File: config.mk
export PLATFORM = sky130hd
export DESIGN_NAME = gst_timer
export DESIGN_NICKNAME = d
export VERILOG_FILES = /design/src/common/gst_pkg.sv /design/src/verilog/gst_timer.sv
export SDC_FILE = /design/constraint.sdc
export NUM_CORES = 1
export LEC_CHECK = 0
export BUFFER_PORTS_ARGS = -buffer_cell sky130_fd_sc_hd__clkbuf_2
export CAP_MARGIN = 0
export CORE_UTILIZATION = 45
export CTS_CLUSTER_SIZE = 16
export DETAILED_ROUTE_END_ITERATION = 12
export HOLD_SLACK_MARGIN = 0.12
export PLACE_DENSITY_LB_ADDON = 0.05
export SETUP_SLACK_MARGIN = 0.3
export SLEW_MARGIN = 20
export SYNTH_ARGS = -nofsm -noshare
export SYNTH_HDL_FRONTEND = slang
export SYNTH_SLANG_ARGS = --single-unit
File: constraint.sdc
create_clock -name pclk -period 6.1 [get_ports pclk]
set_input_delay 0.305 -clock pclk [delete_from_list [all_inputs] [get_ports pclk]]
set_output_delay 0.305 -clock pclk [all_outputs]
set_load 0.02 [all_outputs]
File: src/common/gst_pkg.sv
// Package of constants and types for the gated sixteen bit timer.
// Functional notes
// - Two-bit field selects counter clock source.
// - Internal source increments per prescaled period.
// - External pin counts on rising edges.
// - External mode needs falling edge first.
// - Choosing slow oscillator forces it on.
// - Prescaler divides by one, two, four, eight.
// - Prescaler hidden; cleared by counter writes.
// - Sync-disable bit only lets pin edges count during sleep.
// - Asynchronous external mode counts during sleep.
// - Mode switch may lose or add one; here it neither drops nor adds an edge.
// - Counter byte reads always return valid.
// - Gate used only when enabled; polarity bit.
// - Active gate lets clock edges increment.
// - Inactive gate holds the count.
// - Two-bit field selects gate source.
// - Timer zero wrap gives one gate pulse.
// - Toggle mode flips gate per rising edge.
// - Toggle flip-flop held clear when disabled.
// - Run bit off, free, or gated counting.
// - Counter byte writes update count immediately.
// - Counter wraps to zero and sets flag.
package gst_pkg;
	// ==========================================================
	// Register map
	localparam logic [11:0] ADDR_TIMER_CONTROL = 12'h000;
	localparam logic [11:0] ADDR_GATE_CONTROL = 12'h004;
	localparam logic [11:0] ADDR_COUNT_LOW = 12'h008;
	localparam logic [11:0] ADDR_COUNT_HIGH = 12'h00C;
	localparam logic [11:0] ADDR_STATUS = 12'h010;
	// ==========================================================
	// Timer control field positions.
	localparam int TC_RUN = 0;
	localparam int TC_SYNC_DIS = 2;
	localparam int TC_PRESCALE_LO = 4;
	localparam int TC_SOURCE_LO = 6;
	// Gate control field positions.
	localparam int GC_SOURCE_LO = 0;
	localparam int GC_TOGGLE = 5;
	localparam int GC_POLARITY = 6;
	localparam int GC_ENABLE = 7;
	// Status field positions.
	localparam int ST_OVERFLOW = 0;
	localparam int ST_OSC_FORCE = 1;
	// ==========================================================
	// Reset values and limits.
	localparam logic [7:0] TIMER_CONTROL_RESET = 8'h00;
	localparam logic [7:0] GATE_CONTROL_RESET = 8'h00;
	localparam logic [15:0] COUNT_RESET = 16'h0000;
	localparam logic [15:0] COUNT_MAX = 16'hFFFF;
	localparam logic [7:0] TIMER_ZERO_MAX = 8'hFF;
	localparam logic [1:0] INSTR_DIV_LAST = 2'h3;
	// ==========================================================
	// Clock source codes.
	typedef enum logic [1:0]
	{
		GST_CLK_INSTR = 2'h0,
		GST_CLK_SYSTEM = 2'h1,
		GST_CLK_PIN = 2'h2,
		GST_CLK_SLOW_OSC = 2'h3
	} gst_clk_src_t;
	// Gate source codes.
	typedef enum logic [1:0]
	{
		GST_GATE_PIN = 2'h0,
		GST_GATE_TIMER_ZERO = 2'h1,
		GST_GATE_COMP_ONE = 2'h2,
		GST_GATE_COMP_TWO = 2'h3
	} gst_gate_src_t;
	// External asynchronous inputs carried together.
	typedef struct packed
	{
		logic count_clock;
		logic gate_pin;
		logic comp_one;
		logic comp_two;
		logic slow_osc;
	} gst_ext_t;
endpackage

File: src/verilog/gst_timer.sv
// Gated sixteen bit timer with APB register access.
//
// The APB slave port and the placing of the registers were chosen for this implementation.
`timescale 1ns/100ps
`default_nettype none
module gst_timer
(
	// APB clock, reset and enable.
	input wire logic pclk,
	input wire logic presetn,
	input wire logic clk_en,
	// APB slave port.
	input wire logic psel,
	input wire logic penable,
	input wire logic pwrite,
	input wire logic [11:0] paddr,
	input wire logic [31:0] pwdata,
	output logic [31:0] prdata,
	output logic pready,
	output logic pslverr,
	// Asynchronous pins and comparator outputs.
	input wire gst_pkg::gst_ext_t ext_in,
	// Timer zero counter value from the same clock domain.
	input wire logic [7:0] eight_bit_timer_zero,
	// Sleep indication from the same clock domain.
	input wire logic sleep_mode,
	// Status outputs.
	output logic overflow_flag,
	output logic slow_osc_force_on,
	output logic wake_request
);
	// ==========================================================
	// Declarations
	logic [7:0] timer_control_reg_q;
	logic [7:0] gate_control_reg_q;
	logic [15:0] count_q;
	logic [2:0] prescale_q;
	logic overflow_q;
	logic [4:0] sync1_q;
	logic [4:0] sync2_q;
	logic [4:0] prev_q;
	logic [1:0] instr_div_q;
	logic [7:0] tz_prev_q;
	logic toggle_q;
	logic armed_q;
	logic tz_pulse;
	logic gate_raw;
	logic gate_val;
	logic gate_rise;
	logic gate_active;
	logic clk_tick;
	logic run;
	logic inc;
	logic prescale_done;
	logic wr_access;
	logic wr_low;
	logic wr_high;
	logic [2:0] prescale_last;
	gst_pkg::gst_clk_src_t clk_sel;
	gst_pkg::gst_gate_src_t gate_sel;
	logic [4:0] ext_now;

	// Decodes an APB address compare.
	function automatic logic addr_hit(input logic [11:0] a, input logic [11:0] ref_addr);
		addr_hit = (a == ref_addr);
	endfunction

	// ==========================================================
	// Register writes
	assign wr_access = clk_en && psel && penable && pwrite;
	assign wr_low = wr_access && addr_hit(paddr, gst_pkg::ADDR_COUNT_LOW);
	assign wr_high = wr_access && addr_hit(paddr, gst_pkg::ADDR_COUNT_HIGH);
	assign clk_sel = gst_pkg::gst_clk_src_t'(timer_control_reg_q[gst_pkg::TC_SOURCE_LO +: 2]);
	assign gate_sel = gst_pkg::gst_gate_src_t'(gate_control_reg_q[gst_pkg::GC_SOURCE_LO +: 2]);
	assign run = timer_control_reg_q[gst_pkg::TC_RUN];

	// Control register writes from software.
	always_ff @(posedge pclk or negedge presetn)
	begin
		if (!presetn)
		begin
			timer_control_reg_q <= gst_pkg::TIMER_CONTROL_RESET;
			gate_control_reg_q <= gst_pkg::GATE_CONTROL_RESET;
		end
		else if (wr_access && addr_hit(paddr, gst_pkg::ADDR_TIMER_CONTROL))
		begin
			timer_control_reg_q <= pwdata[7:0];
		end
		else if (wr_access && addr_hit(paddr, gst_pkg::ADDR_GATE_CONTROL))
		begin
			gate_control_reg_q <= pwdata[7:0];
		end
	end

	// ==========================================================
	// Synchronisers
	assign ext_now = ext_in;

	// Two flip-flops on every asynchronous input before use.
	always_ff @(posedge pclk or negedge presetn)
	begin
		if (!presetn)
		begin
			sync1_q <= 5'h0;
			sync2_q <= 5'h0;
			prev_q <= 5'h0;
		end
		else if (clk_en)
		begin
			sync1_q <= ext_now;
			sync2_q <= sync1_q;
			prev_q <= sync2_q;
		end
	end

	// The instruction clock is one tick in four system clocks.
	always_ff @(posedge pclk or negedge presetn)
	begin
		if (!presetn)
		begin
			instr_div_q <= 2'h0;
		end
		else if (clk_en)
		begin
			instr_div_q <= instr_div_q + 2'h1;
		end
	end

	// ==========================================================
	// Clock source selection
	// Asynchronous mode differs only in letting pin edges count while
	// sleep_mode is high; pin edges are taken after the two-flop chain in both modes,
	// so a mode switch neither drops nor adds an edge.
	always_comb
	begin
		clk_tick = 1'b0;
		unique case (clk_sel)
			gst_pkg::GST_CLK_INSTR:
			begin
				clk_tick = (instr_div_q == gst_pkg::INSTR_DIV_LAST);
			end
			gst_pkg::GST_CLK_SYSTEM:
			begin
				clk_tick = 1'b1;
			end
			gst_pkg::GST_CLK_PIN:
			begin
				// Rising edge of the pin; synchronised mode does not count during sleep.
				clk_tick = sync2_q[4] && !prev_q[4] && armed_q
					&& (timer_control_reg_q[gst_pkg::TC_SYNC_DIS]
					|| !sleep_mode);
			end
			gst_pkg::GST_CLK_SLOW_OSC:
			begin
				clk_tick = sync2_q[0] && !prev_q[0];
			end
		endcase
	end

	// A falling pin edge must be seen before counting restarts.
	always_ff @(posedge pclk or negedge presetn)
	begin
		if (!presetn)
		begin
			armed_q <= 1'b0;
		end
		else if (clk_en)
		begin
			if (!run || wr_low || wr_high)
			begin
				armed_q <= 1'b0;
			end
			else if (!sync2_q[4] && prev_q[4])
			begin
				armed_q <= 1'b1;
			end
		end
	end

	// ==========================================================
	// Gate logic
	// Timer zero wrap seen as a single pulse.
	always_ff @(posedge pclk or negedge presetn)
	begin
		if (!presetn)
		begin
			tz_prev_q <= 8'h00;
		end
		else if (clk_en)
		begin
			tz_prev_q <= eight_bit_timer_zero;
		end
	end
	assign tz_pulse = (tz_prev_q == gst_pkg::TIMER_ZERO_MAX) && (eight_bit_timer_zero == 8'h00);

	// Gate source multiplexer.
	always_comb
	begin
		gate_raw = 1'b0;
		unique case (gate_sel)
			gst_pkg::GST_GATE_PIN: gate_raw = sync2_q[3];
			gst_pkg::GST_GATE_TIMER_ZERO: gate_raw = tz_pulse;
			gst_pkg::GST_GATE_COMP_ONE: gate_raw = sync2_q[2];
			gst_pkg::GST_GATE_COMP_TWO: gate_raw = sync2_q[1];
		endcase
	end

	// Rising edge of the selected gate source for toggle mode.
	logic gate_raw_prev_q;
	always_ff @(posedge pclk or negedge presetn)
	begin
		if (!presetn)
		begin
			gate_raw_prev_q <= 1'b0;
		end
		else if (clk_en)
		begin
			gate_raw_prev_q <= gate_raw;
		end
	end
	assign gate_rise = gate_raw && !gate_raw_prev_q;

	// Toggle flip-flop, held clear while toggle mode is off.
	always_ff @(posedge pclk or negedge presetn)
	begin
		if (!presetn)
		begin
			toggle_q <= 1'b0;
		end
		else if (clk_en)
		begin
			if (!gate_control_reg_q[gst_pkg::GC_TOGGLE])
			begin
				toggle_q <= 1'b0;
			end
			else if (gate_rise)
			begin
				toggle_q <= !toggle_q;
			end
		end
	end

	// Polarity and enable decide whether counting is allowed.
	assign gate_val = gate_control_reg_q[gst_pkg::GC_TOGGLE] ? toggle_q : gate_raw;
	assign gate_active = !gate_control_reg_q[gst_pkg::GC_ENABLE]
		|| (gate_val == gate_control_reg_q[gst_pkg::GC_POLARITY]);

	// ==========================================================
	// Prescaler and counter
	assign prescale_last = 3'((4'h1 << timer_control_reg_q[gst_pkg::TC_PRESCALE_LO +: 2]) - 4'h1);
	assign prescale_done = (prescale_q == prescale_last);
	assign inc = run && gate_active && clk_tick;

	// Hidden prescale counter, cleared by any counter write.
	always_ff @(posedge pclk or negedge presetn)
	begin
		if (!presetn)
		begin
			prescale_q <= 3'h0;
		end
		else if (clk_en)
		begin
			if (wr_low || wr_high)
			begin
				prescale_q <= 3'h0;
			end
			else if (inc)
			begin
				prescale_q <= prescale_done ? 3'h0 : prescale_q + 3'h1;
			end
		end
	end

	// The counter itself; a software write wins over an increment.
	always_ff @(posedge pclk or negedge presetn)
	begin
		if (!presetn)
		begin
			count_q <= gst_pkg::COUNT_RESET;
		end
		else if (clk_en)
		begin
			if (wr_low)
			begin
				count_q[7:0] <= pwdata[7:0];
			end
			else if (wr_high)
			begin
				count_q[15:8] <= pwdata[7:0];
			end
			else if (inc && prescale_done)
			begin
				count_q <= count_q + 16'h0001;
			end
		end
	end

	// Overflow flag; set wins over a software clear.
	always_ff @(posedge pclk or negedge presetn)
	begin
		if (!presetn)
		begin
			overflow_q <= 1'b0;
		end
		else if (clk_en)
		begin
			if (inc && prescale_done && !wr_low && !wr_high && count_q == gst_pkg::COUNT_MAX)
			begin
				overflow_q <= 1'b1;
			end
			else if (wr_access && addr_hit(paddr, gst_pkg::ADDR_STATUS) && pwdata[gst_pkg::ST_OVERFLOW])
			begin
				overflow_q <= 1'b0;
			end
		end
	end

	// ==========================================================
	// Outputs and read data
	always_ff @(posedge pclk or negedge presetn)
	begin
		if (!presetn)
		begin
			overflow_flag <= 1'b0;
			slow_osc_force_on <= 1'b0;
			wake_request <= 1'b0;
		end
		else if (clk_en)
		begin
			overflow_flag <= overflow_q;
			slow_osc_force_on <= (clk_sel == gst_pkg::GST_CLK_SLOW_OSC);
			wake_request <= overflow_q && sleep_mode;
		end
	end

	// Read data is registered in the setup cycle; pready is high from the first enabled edge after reset.
	always_ff @(posedge pclk or negedge presetn)
	begin
		if (!presetn)
		begin
			prdata <= 32'h0000_0000;
			pslverr <= 1'b0;
			pready <= 1'b0;
		end
		else if (clk_en)
		begin
			pready <= 1'b1;
			pslverr <= 1'b0;
			prdata <= 32'h0000_0000;
			if (psel && !penable)
			begin
				if (addr_hit(paddr, gst_pkg::ADDR_TIMER_CONTROL))
					prdata <= {24'h00_0000, timer_control_reg_q};
				else if (addr_hit(paddr, gst_pkg::ADDR_GATE_CONTROL))
					prdata <= {24'h00_0000, gate_control_reg_q};
				else if (addr_hit(paddr, gst_pkg::ADDR_COUNT_LOW))
					prdata <= {24'h00_0000, count_q[7:0]};
				else if (addr_hit(paddr, gst_pkg::ADDR_COUNT_HIGH))
					prdata <= {24'h00_0000, count_q[15:8]};
				else if (addr_hit(paddr, gst_pkg::ADDR_STATUS))
					prdata <= {30'h0000_0000, slow_osc_force_on, overflow_q};
				else
					pslverr <= 1'b1;
			end
		end
	end
endmodule
`default_nettype wire
==> flow_metrics.tcl, run 1 <==
set metrics [dict create \
    dp_cells 505 \
    slew_violations 0 \
    fmax_ghz 0.361 \
    startpoint_type "flip-flop" \
    p_clk_share_pct 41.8 \
    synth_xor_area_share_pct 2.93 \
    final_nets 478 \
    post_cts_buffers 0 \
    cts.repair.resized 0 \
    synth_compound_area_share_pct 11.2 \
    clock_sinks 74 \
    ys_ff_latch 74 \
    start_util_pct 46.8 \
    drc 0 \
    tns_ns 0 \
    numCtsBuffers 9 \
    slowest_delay_ns 0.78 \
    cts_tree "done" \
    dieArea_sq_um 9010 \
    wire_per_inst_um 16.6 \
    required_ns 6.36 \
    ir_drop_v 0.000127 \
    yosys.area_share.simple_pct 16.3 \
    syn_to_final_growth_pct 12.4 \
    path_delay_family "multiplexers" \
    postRouteAntennaNets 0 \
    ios 101 \
    num_antenna_cells 0 \
    layout-drive-gt1-share_pct 28.8 \
    gp_congestion 0.808 \
    critical_path_class "reg -> reg" \
    p_comb_share_pct 8.5 \
    p_leak_uw 0.00198 \
    status "complete, no violations" \
    num_vias 2922 \
    ys_types 51 \
    io_buffers 52 \
    final-hold-violation-count 0 \
    via_per_inst 5.61 \
    synth_enable_flop_cells 0 \
    grt-ovfl-total 0 \
    clockBufferDepth 2 \
    synth_ff_type "dfrtp_1" \
    seq_area_frac_synth_pct 47.6 \
    die_x_um 94.9 \
    synth_area_sq_um 3890 \
    cp_common_cell "mux2i_2" \
    antenna_found_initial 0 \
    yosys.area_share.adder_pct 0.966 \
    p_int_uw 815 \
    clk_latency_ns 0.34 \
    swShare_pct 23.4 \
    first_pass_iters 7 \
    clk_pin_slew_worst_paths_ns 0.08 \
    slew_headroom_pct 36.4 \
    synth_top_cells_by_count "dfrtp_1 (74), mux2_2 (44), buf_4 (24), nor2_1 (24), nand3_1 (17)" \
    power_frac_seq_pct 49.7 \
    htree_levels 3 \
    tightest_slew_ns 0.954 \
    power_uw 1060 \
    synthCells 364 \
    drtIter0Drc 212 \
    synth.top_cell.area_share_pct 47.6 \
    finalCritPeriodShare_pct 45.5 \
    pwr_density_cell_nw_per_um2 243 \
    final_cell_count_no_fill 521 \
    rsz0062_at_grt "false" \
    cp.arrival_ns 3.04 \
    layout_min_cycle_time_ns 2.77 \
    avgSynthCellArea_sq_um 10.7 \
    hold_path_class "in -> async" \
    power_switching_uw 248 \
    crit_fanout 15 \
    synth_top_family_by_area "simple AND/OR/NAND/NOR gates" \
    critical_path_buf_inv_count 0 \
    drt-total-wl_mm 8.66 \
    worst_path_max_delay_cell "mux2i_2" \
    gr-usage-all-layers_pct 20.8 \
    path_cells "mux2i_2 -> a221oi_1 -> a221oi_2 -> mux2i_2 -> nor3_1 -> a21o_1 -> a31oi_1" \
    die_h_um 94.9 \
    ys_warn_count 0 \
    rows 33 \
    grt_pass1_wl_mm 14.2 \
    synth-async-reset-ratio_pct 100 \
    synth.mux.area_fraction_pct 13.7 \
    yosys-top-cells-area "dfrtp_1 (48%), mux2_2 (13%), buf_4 (4.6%)" \
    crit_path_end_kind "flip-flop" \
    postCtsHoldBufs 0 \
    grt_pass1_vias 2795 \
    maxCapViolCount 0 \
    coreArea_sq_um 8300 \
    clock_skew_ns 0.0101 \
    dp_hpwl_mm 6.14 \
    synth_area_leader_cell "dfrtp_1" \
    grt_start_max_net_pins 75 \
    setup_viol 0 \
    yosysMostFrequentCell "dfrtp_1" \
    clock-root-buffer "clkbuf_8" \
]
-- per-stage QoR --
step                      worst slack [ns]  cell area, sq um  hold WS, ns  util, %
after floorplan                       3.66              3970      0.00941        -
after global placement                3.08              4130        0.449     49.8
after detailed placement              3.09              4130        0.463     49.8
after CTS                             3.37              4370        0.143     52.6
after global routing                  3.07              4370        0.170     52.6
final                                 3.33              4370       0.0934     52.6
-- cell families after synthesis --
family                     after synthesis
and+or+nand+nor                        116
DFF                                     74
AOI/OAI and AO/OA                       61
buffers and inverters                   49
muxes                                   47
xor gates and xnor gates                13
adders and majority gates                3
other                                    1
-- final cells by class --
type / instances / area (sq um)
sequential: 74 / 1850
fill: 788 / 3930
tap: 105 / 131
inverter: 9 / 33.8
clock buffer: 12 / 165
multi-input combinational: 264 / 1840
clock inverter: 4 / 72.6
timing repair buffer: 53 / 270
-- state kept, by name, summed over array words and instances (netlist names), 3 cells and up --
name,count
count_q,16
gate_control_reg_q,8
prdata,8
timer_control_reg_q,8
tz_prev_q,8
sync1_q,5
sync2_q,5
prescale_q,3
-- path summary, 6_finish.rpt --
| path | start | to | cells after the start | slack, ns |
|---|---|---|---|---|
| setup / recovery | gate_control_reg_q[1]$_DFFE_PN0P_ | count_q[6]$_DFFE_PN0P_ | 7 | 3.33 |
| hold / removal | presetn | count_q[12]$_DFFE_PN0P_ | 1 | 0.09 |
| setup reg to reg | gate_control_reg_q[1]$_DFFE_PN0P_ | count_q[6]$_DFFE_PN0P_ | 7 | 3.33 |
| hold reg to reg | instr_div_q[0]$_DFFE_PN0P_ | instr_div_q[0]$_DFFE_PN0P_ | 1 | 0.47 |
| max in group asynchronous | presetn | sync2_q[1]$_DFFE_PN0P_ | 1 | 5.37 |
| min in group pclk | ext_in[4] | sync1_q[4]$_DFFE_PN0P_ | 2 | 0.19 |
-- worst reg2reg max path: stages, from the launching register on --
cell      delay [ns]
dfrtp_1         0.46
mux2i_2         0.29
a221oi_1        0.14
a221oi_2        0.33
mux2i_2         0.78
nor3_1          0.31
a21o_1          0.24
a31oi_1         0.17
-- routing by layer --
layer  track usage, %  routed length [um]  vias to the layer above
met5                0                   0                        -
met4             7.95                 177                        0
met3             3.54                 404                       17
met2             31.2                3970                       98
met1             30.0                4100                     1430
li1                 -                   -                     1377
-- power groups by stage --
stage,combinational [uW],sequential (uW),clock [uW]
6_report,90.2,528,445
5_1_grt,103,531,476
4_1_cts,91.7,528,454
3_5_place_dp,91.7,538,0
3_3_place_gp,89.8,537,0
2_1_floorplan,68.2,535,0
-- cell usage in the layout (no fill, tap or decap), drive strengths merged, types with 9 or more instances in the layout --
master	n
dfrtp	74
nor2	24
mux2	44
a21oi	14
inv	9
clkbuf	63
nor3	9
nor4	10
conb	24
xnor2	12
nand3	17
o21ai	12
nand2	16
Note: power is estimated with default switching activity, not from simulation.
==> run 2: changes to the inputs <==
Settings changed: ABC_AREA from default to 1.
Clock period 6.1 ns to 2.53 ns, I/O delays scaled along.
==> flow_metrics.tcl, run 2 <==
set metrics [dict create \
    drtIter0Drc 204 \
    avgSynthCellArea_sq_um 7.97 \
    synth_enable_flop_cells 0 \
    rows 35 \
    wire_per_inst_um 14.4 \
    power_uw 2670 \
    ir_drop_v 0.000249 \
    fmax_ghz 0.509 \
    coreArea_sq_um 9240 \
    p_leak_uw 0.00263 \
    final_nets 682 \
    die_h_um 99.9 \
    mostFrequentLayoutCells "nand2_1 (182), dfrtp_1 (74), clkbuf_2 (51)" \
    synth_top_family_by_area "simple AND/OR/NAND/NOR gates" \
    via_per_inst 5.03 \
    ys_ff_latch 74 \
    worst_path_max_delay_cell "dfrtp_1" \
    num_antenna_cells 0 \
    yosys-top-cells-area "dfrtp_1 (43%), nand2_1 (16%), buf_4 (4.2%)" \
    numCtsBuffers 9 \
    clockBufferDepth 2 \
    seq_area_frac_synth_pct 43.0 \
    synth_area_leader_cell "dfrtp_1" \
    final_common_cell "nand2_1" \
    slew_headroom_pct 36.3 \
    htree_levels 3 \
    ys_warn_count 0 \
    clock_sinks 74 \
    dieArea_sq_um 9970 \
    synth.top_cell.area_share_pct 43.0 \
    layout_min_cycle_time_ns 1.96 \
    yosys.area_share.simple_pct 33.0 \
    tightest_slew_ns 0.956 \
    slew_violations 0 \
    grt-ovfl-total 0 \
    grt_pass1_vias 3496 \
    crit_fanout 5 \
    slowest_delay_ns 0.49 \
    clk_pin_slew_worst_paths_ns 0.08 \
    ys_types 43 \
    synth.mux.area_fraction_pct 0.232 \
    grt_pass1_wl_mm 17.7 \
    num_vias 3760 \
    status "complete, no violations" \
    finalCritPeriodShare_pct 77.7 \
    synth_area_sq_um 4310 \
    yosys.area_share.adder_pct 0.871 \
    postRouteAntennaNets 0 \
    synth_top_cells_by_count "nand2_1 (182), dfrtp_1 (74), inv_1 (35)" \
    synth_compound_area_share_pct 10.6 \
    gp_congestion 0.857 \
    synthCells 541 \
    yosysMostFrequentCell "nand2_1" \
    cts_tree "done" \
    first_pass_iters 5 \
    pwr_density_cell_nw_per_um2 527 \
    crit_path_end_kind "flip-flop" \
    critical_path_class "reg -> reg" \
    syn_to_final_growth_pct 17.3 \
    start_util_pct 46.6 \
    drt-total-wl_mm 10.8 \
    drc 0 \
    largest_reg_flops 16 \
    path_cells "ha_1 -> nand3_1 -> nor2_2 -> nand3_2 -> nor2_2 -> inv_2 -> o21ai_1 -> nand3_1 -> o21ai_1 -> nand4_1 -> nand2_1" \
    io_buffers 52 \
    top_register "count_q" \
    clock-root-buffer "clkbuf_8" \
    synth-async-reset-ratio_pct 100 \
    maxCapViolCount 0 \
    rsz0062_at_grt "false" \
    clk_latency_ns 0.36 \
    die_x_um 99.9 \
    grt_start_max_net_pins 75 \
    dp_hpwl_mm 7.48 \
    tns_ns 0 \
    required_ns 2.83 \
    synth_xor_area_share_pct 2.44 \
    layout-drive-gt1-share_pct 19.5 \
    setup_viol 0 \
    startpoint_type "flip-flop" \
    clock_skew_ns 0.00676 \
    ios 101 \
    cp.arrival_ns 2.26 \
    antenna_found_initial 0 \
    final-hold-violation-count 0 \
    gr-usage-all-layers_pct 23.3 \
    synth_ff_type "dfrtp_1" \
    hold_path_class "in -> reg" \
]
[run 2: per-stage QoR]
step	instances	setup slack [ns]	instance area [sq um]	util [%]	hold slack, ns
floorplan	564	0.959	4400	-	-0.169
global placement	710	0.641	4580	49.6	0.330
detailed placement	710	0.602	4580	49.6	0.334
CTS	746	0.579	5030	54.5	0.121
global route	748	0.305	5050	54.7	0.140
finish	748	0.565	5050	54.7	0.124
[run 2: routing by layer]
| metal | routed length (um) | vias to the layer above | part of all wire [%] | GRT usage (%) |
|---|---|---|---|---|
| met5 | 0 | - | 0 | 0 |
| met2 | 4730 | 103 | 44 | 35.7 |
| met3 | 470 | 11 | 4.4 | 4.46 |
| li1 | - | 1871 | - | - |
| met1 | 5420 | 1775 | 50 | 33.2 |
| met4 | 134 | 0 | 1.2 | 7.69 |
[run 2: what timing repair did]
| action | CTS | global route |
|---|---|---|
| hold endpoints to repair | 98 | 0 |
| setup buffers | 0 | 2 |
| setup endpoints to repair | 0 | 5 |
| resized for setup | 0 | 1 |
| hold buffers | 21 | 0 |
[run 2: final timing paths]
path	start	endpoint	slack [ns]	cells past startpoint
setup / recovery	count_q[0]$_DFFE_PN0P_	count_q[14]$_DFFE_PN0P_	0.57	11
hold / removal	pwdata[7]	timer_control_reg_q[7]$_DFFE_PN0P_	0.12	3
setup reg to reg	count_q[0]$_DFFE_PN0P_	count_q[14]$_DFFE_PN0P_	0.57	11
hold reg to reg	sync1_q[3]$_DFFE_PN0P_	sync1_q[3]$_DFFE_PN0P_	0.47	2
max in group asynchronous	presetn	gate_control_reg_q[3]$_DFFE_PN0P_	1.44	2
min in group asynchronous	presetn	tz_prev_q[0]$_DFFE_PN0P_	0.48	2
[run 2: cells by family (layout without fill, tap and decap cells)]
group                      count (synthesis)  count (layout)
AOI/OAI and AO/OA                         80              80
xor gates and xnor gates                  12              12
adders and majority gates                  3               3
buffers and inverters                     81             136
DFF                                       74              74
muxes                                      1               1
other                                      1              24
and+or+nand+nor                          289             289
[run 2: final cells by class]
cell class	count	area (sq um)
well taps	129	161
clock inverters	6	115
flip-flops and latches	74	1850
fillers	894	4190
clock buffers	9	124
inverters	43	161
repair buffers	78	510
multi-input cells	409	2130
[run 2: where the power goes]
group | internal (uW) | switching [uW] | total [uW]
combinational | 92.0 | 175 | 267
sequential | 1230 | 29.8 | 1260
clock | 655 | 480 | 1130
total | 1980 | 684 | 2670
[run 2: critical path, delay by kind of cell, from the launching register on]
family | cells | cell delay [ns]
simple gates | 7 | 0.94
flops | 1 | 0.49
fa+ha+maj | 1 | 0.23
compound gates | 2 | 0.19
buf+inv | 1 | 0.06
==> run 3: changes to the inputs <==
Settings changed: ABC_AREA 1 to 0.
Clock period 2.53 ns to 1.7 ns, I/O delays scaled along.
==> flow_metrics.tcl, run 3 (synthesis gave the netlist of run 1 again) <==
set metrics [dict create \
    reg2reg_to "count_q[6]$_DFFE_PN0P_" \
    critical_path_buf_inv_count 2 \
    hold_path_class "in -> reg" \
    setup_viol 21 \
    drt-total-wl_mm 10.3 \
    p_leak_uw 0.00250 \
    clockBufferDepth 2 \
    layout_min_cycle_time_ns 2.22 \
    worstRegToRegCells 9 \
    clk_latency_ns 0.35 \
    syn_to_final_growth_pct 40.8 \
    clock_sinks 74 \
    crit_path_end_kind "flip-flop" \
    antenna_found_initial 0 \
    mostFrequentLayoutCells "dfrtp_1 (74), buf_4 (67), clkbuf_2 (50)" \
    final-hold-violation-count 0 \
    final_nets 575 \
    grt-ovfl-total 0 \
    cp.arrival_ns 2.49 \
    drtIter0Drc 161 \
    grt_start_max_net_pins 75 \
    fmax_ghz 0.451 \
    die_h_um 94.9 \
    grt_pass1_wl_mm 16.6 \
    num_antenna_cells 0 \
    first_pass_iters 5 \
    place_ws_ns -0.588 \
    required_ns 1.98 \
    grt_pass1_vias 3277 \
    cts_tree "done" \
    gr-usage-all-layers_pct 24.6 \
    pwr_density_cell_nw_per_um2 698 \
    violations "setup timing" \
    layout-drive-gt1-share_pct 42.7 \
    via_per_inst 5.36 \
    path_delay_family "compound AO/OA/AOI/OAI gates" \
    ios 101 \
    largest_reg_flops 16 \
    fin_ws_ns -0.518 \
    power_uw 3820 \
    crit_fanout 10 \
    reg2reg_from "gate_control_reg_q[1]$_DFFE_PN0P_" \
    top_register "count_q" \
    final_common_cell "dfrtp_1" \
    slew_violations 0 \
    start_util_pct 46.8 \
    clock-root-buffer "clkbuf_8" \
    status "finished with violations" \
    cp-startpoint "gate_control_reg_q[1]$_DFFE_PN0P_" \
    clk_pin_slew_worst_paths_ns 0.09 \
    fin_hold_ws_ns 0.221 \
    critical_path_class "reg -> reg" \
    post-route-util_pct 65.9 \
    numCtsBuffers 9 \
    ir_drop_v 0.000487 \
    path_cells "mux2i_2 -> a221oi_2 -> a221oi_2 -> mux2i_2 -> buf_12 -> nor3_2 -> buf_4 -> a21o_1 -> a31oi_1" \
    crit_path_end "count_q[6]$_DFFE_PN0P_" \
    startpoint_type "flip-flop" \
    io_buffers 52 \
    worst_path_max_delay_cell "dfrtp_1" \
    finalCritPeriodShare_pct 130 \
    dp_hpwl_mm 7.25 \
    die_x_um 94.9 \
    maxCapViolCount 0 \
    htree_levels 3 \
    rsz0062_at_grt "true" \
    wire_per_inst_um 16.7 \
    slowest_delay_ns 0.40 \
    drc 0 \
    ff2ff_setup_slack_ns -0.52 \
    clock_skew_ns 0.0157 \
    rows 33 \
    path_depth 9 \
    dieArea_sq_um 9010 \
    postRouteAntennaNets 0 \
    num_vias 3310 \
    coreArea_sq_um 8300 \
    gp_congestion 0.858 \
]
-- run 3: cell count changes in the layout (fill, tap and decap cells not counted), moves of 8 or more --
cell	previous run	this run
nand2_1	182	16
nor4_4	0	9
inv_1	35	9
mux2_4	0	17
nand2_2	8	0
o21ai_1	33	5
o21ai_0	21	6
a222oi_1	0	8
xnor2_1	4	12
mux2_2	0	27
buf_4	6	67
nand4_1	19	5
-- run 3: metrics by stage --
stage	setup TNS [ns]	instance area (sq um)	cells
final	-9.22	5470	618
after CTS	-9.29	5380	614
after floorplan	-7.47	4160	387
after global placement	-12.59	4810	570
after detailed placement	-13.28	4810	570
after global routing	-12.54	5470	618
-- run 3: timing repair --
item | CTS | global route
gates resized for setup | 19 | 15
endpoints found under the setup margin | 36 | 42
hold endpoints to repair | 119 | 0
pin swaps | 15 | 10
buffers inserted | 5 | 4
hold buffers | 23 | 0
-- run 3: worst min path at each step --
stage / start / to / depth (start not counted)
floorplan: presetn / armed_q$_DFFE_PN0P_ / 0
global placement: presetn / timer_control_reg_q[4]$_DFFE_PN0P_ / 2
detailed placement: presetn / timer_control_reg_q[4]$_DFFE_PN0P_ / 2
CTS: clk_en / prescale_q[0]$_DFFE_PN0P_ / 4
global route: clk_en / prescale_q[0]$_DFFE_PN0P_ / 4
finish: clk_en / prescale_q[0]$_DFFE_PN0P_ / 4
-- run 3: layout make-up --
| type | instances | area (sq um) |
|---|---|---|
| clock inverters | 6 | 71.3 |
| clock buffers | 10 | 138 |
| repair buffers | 150 | 1120 |
| inverters | 9 | 33.8 |
| fillers | 682 | 2830 |
| flip-flops and latches | 74 | 1850 |
| well taps | 105 | 131 |
| multi-input cells | 264 | 2130 |
-- run 3: report_power, final --
group          switching, uW  internal, uW  total, uW
Sequential              48.1          1840       1890
Clock                    730           734       1460
Combinational            235           229        465
-- run 3: tightest hold or removal path, delay by kind of cell --
family / cells / cell delay [ns]
buf+inv: 2 / 0.26
compound gates: 2 / 0.19
-- run 3: layer usage --
layer / global-route usage [%] / share of wire (%) / vias up
li1: - / - / 1580
met2: 41.0 / 49 / 102
met3: 5.15 / 5.3 / 10
met1: 32.7 / 45 / 1618
met4: 5.81 / 1.1 / 0
met5: 0 / 0 / -
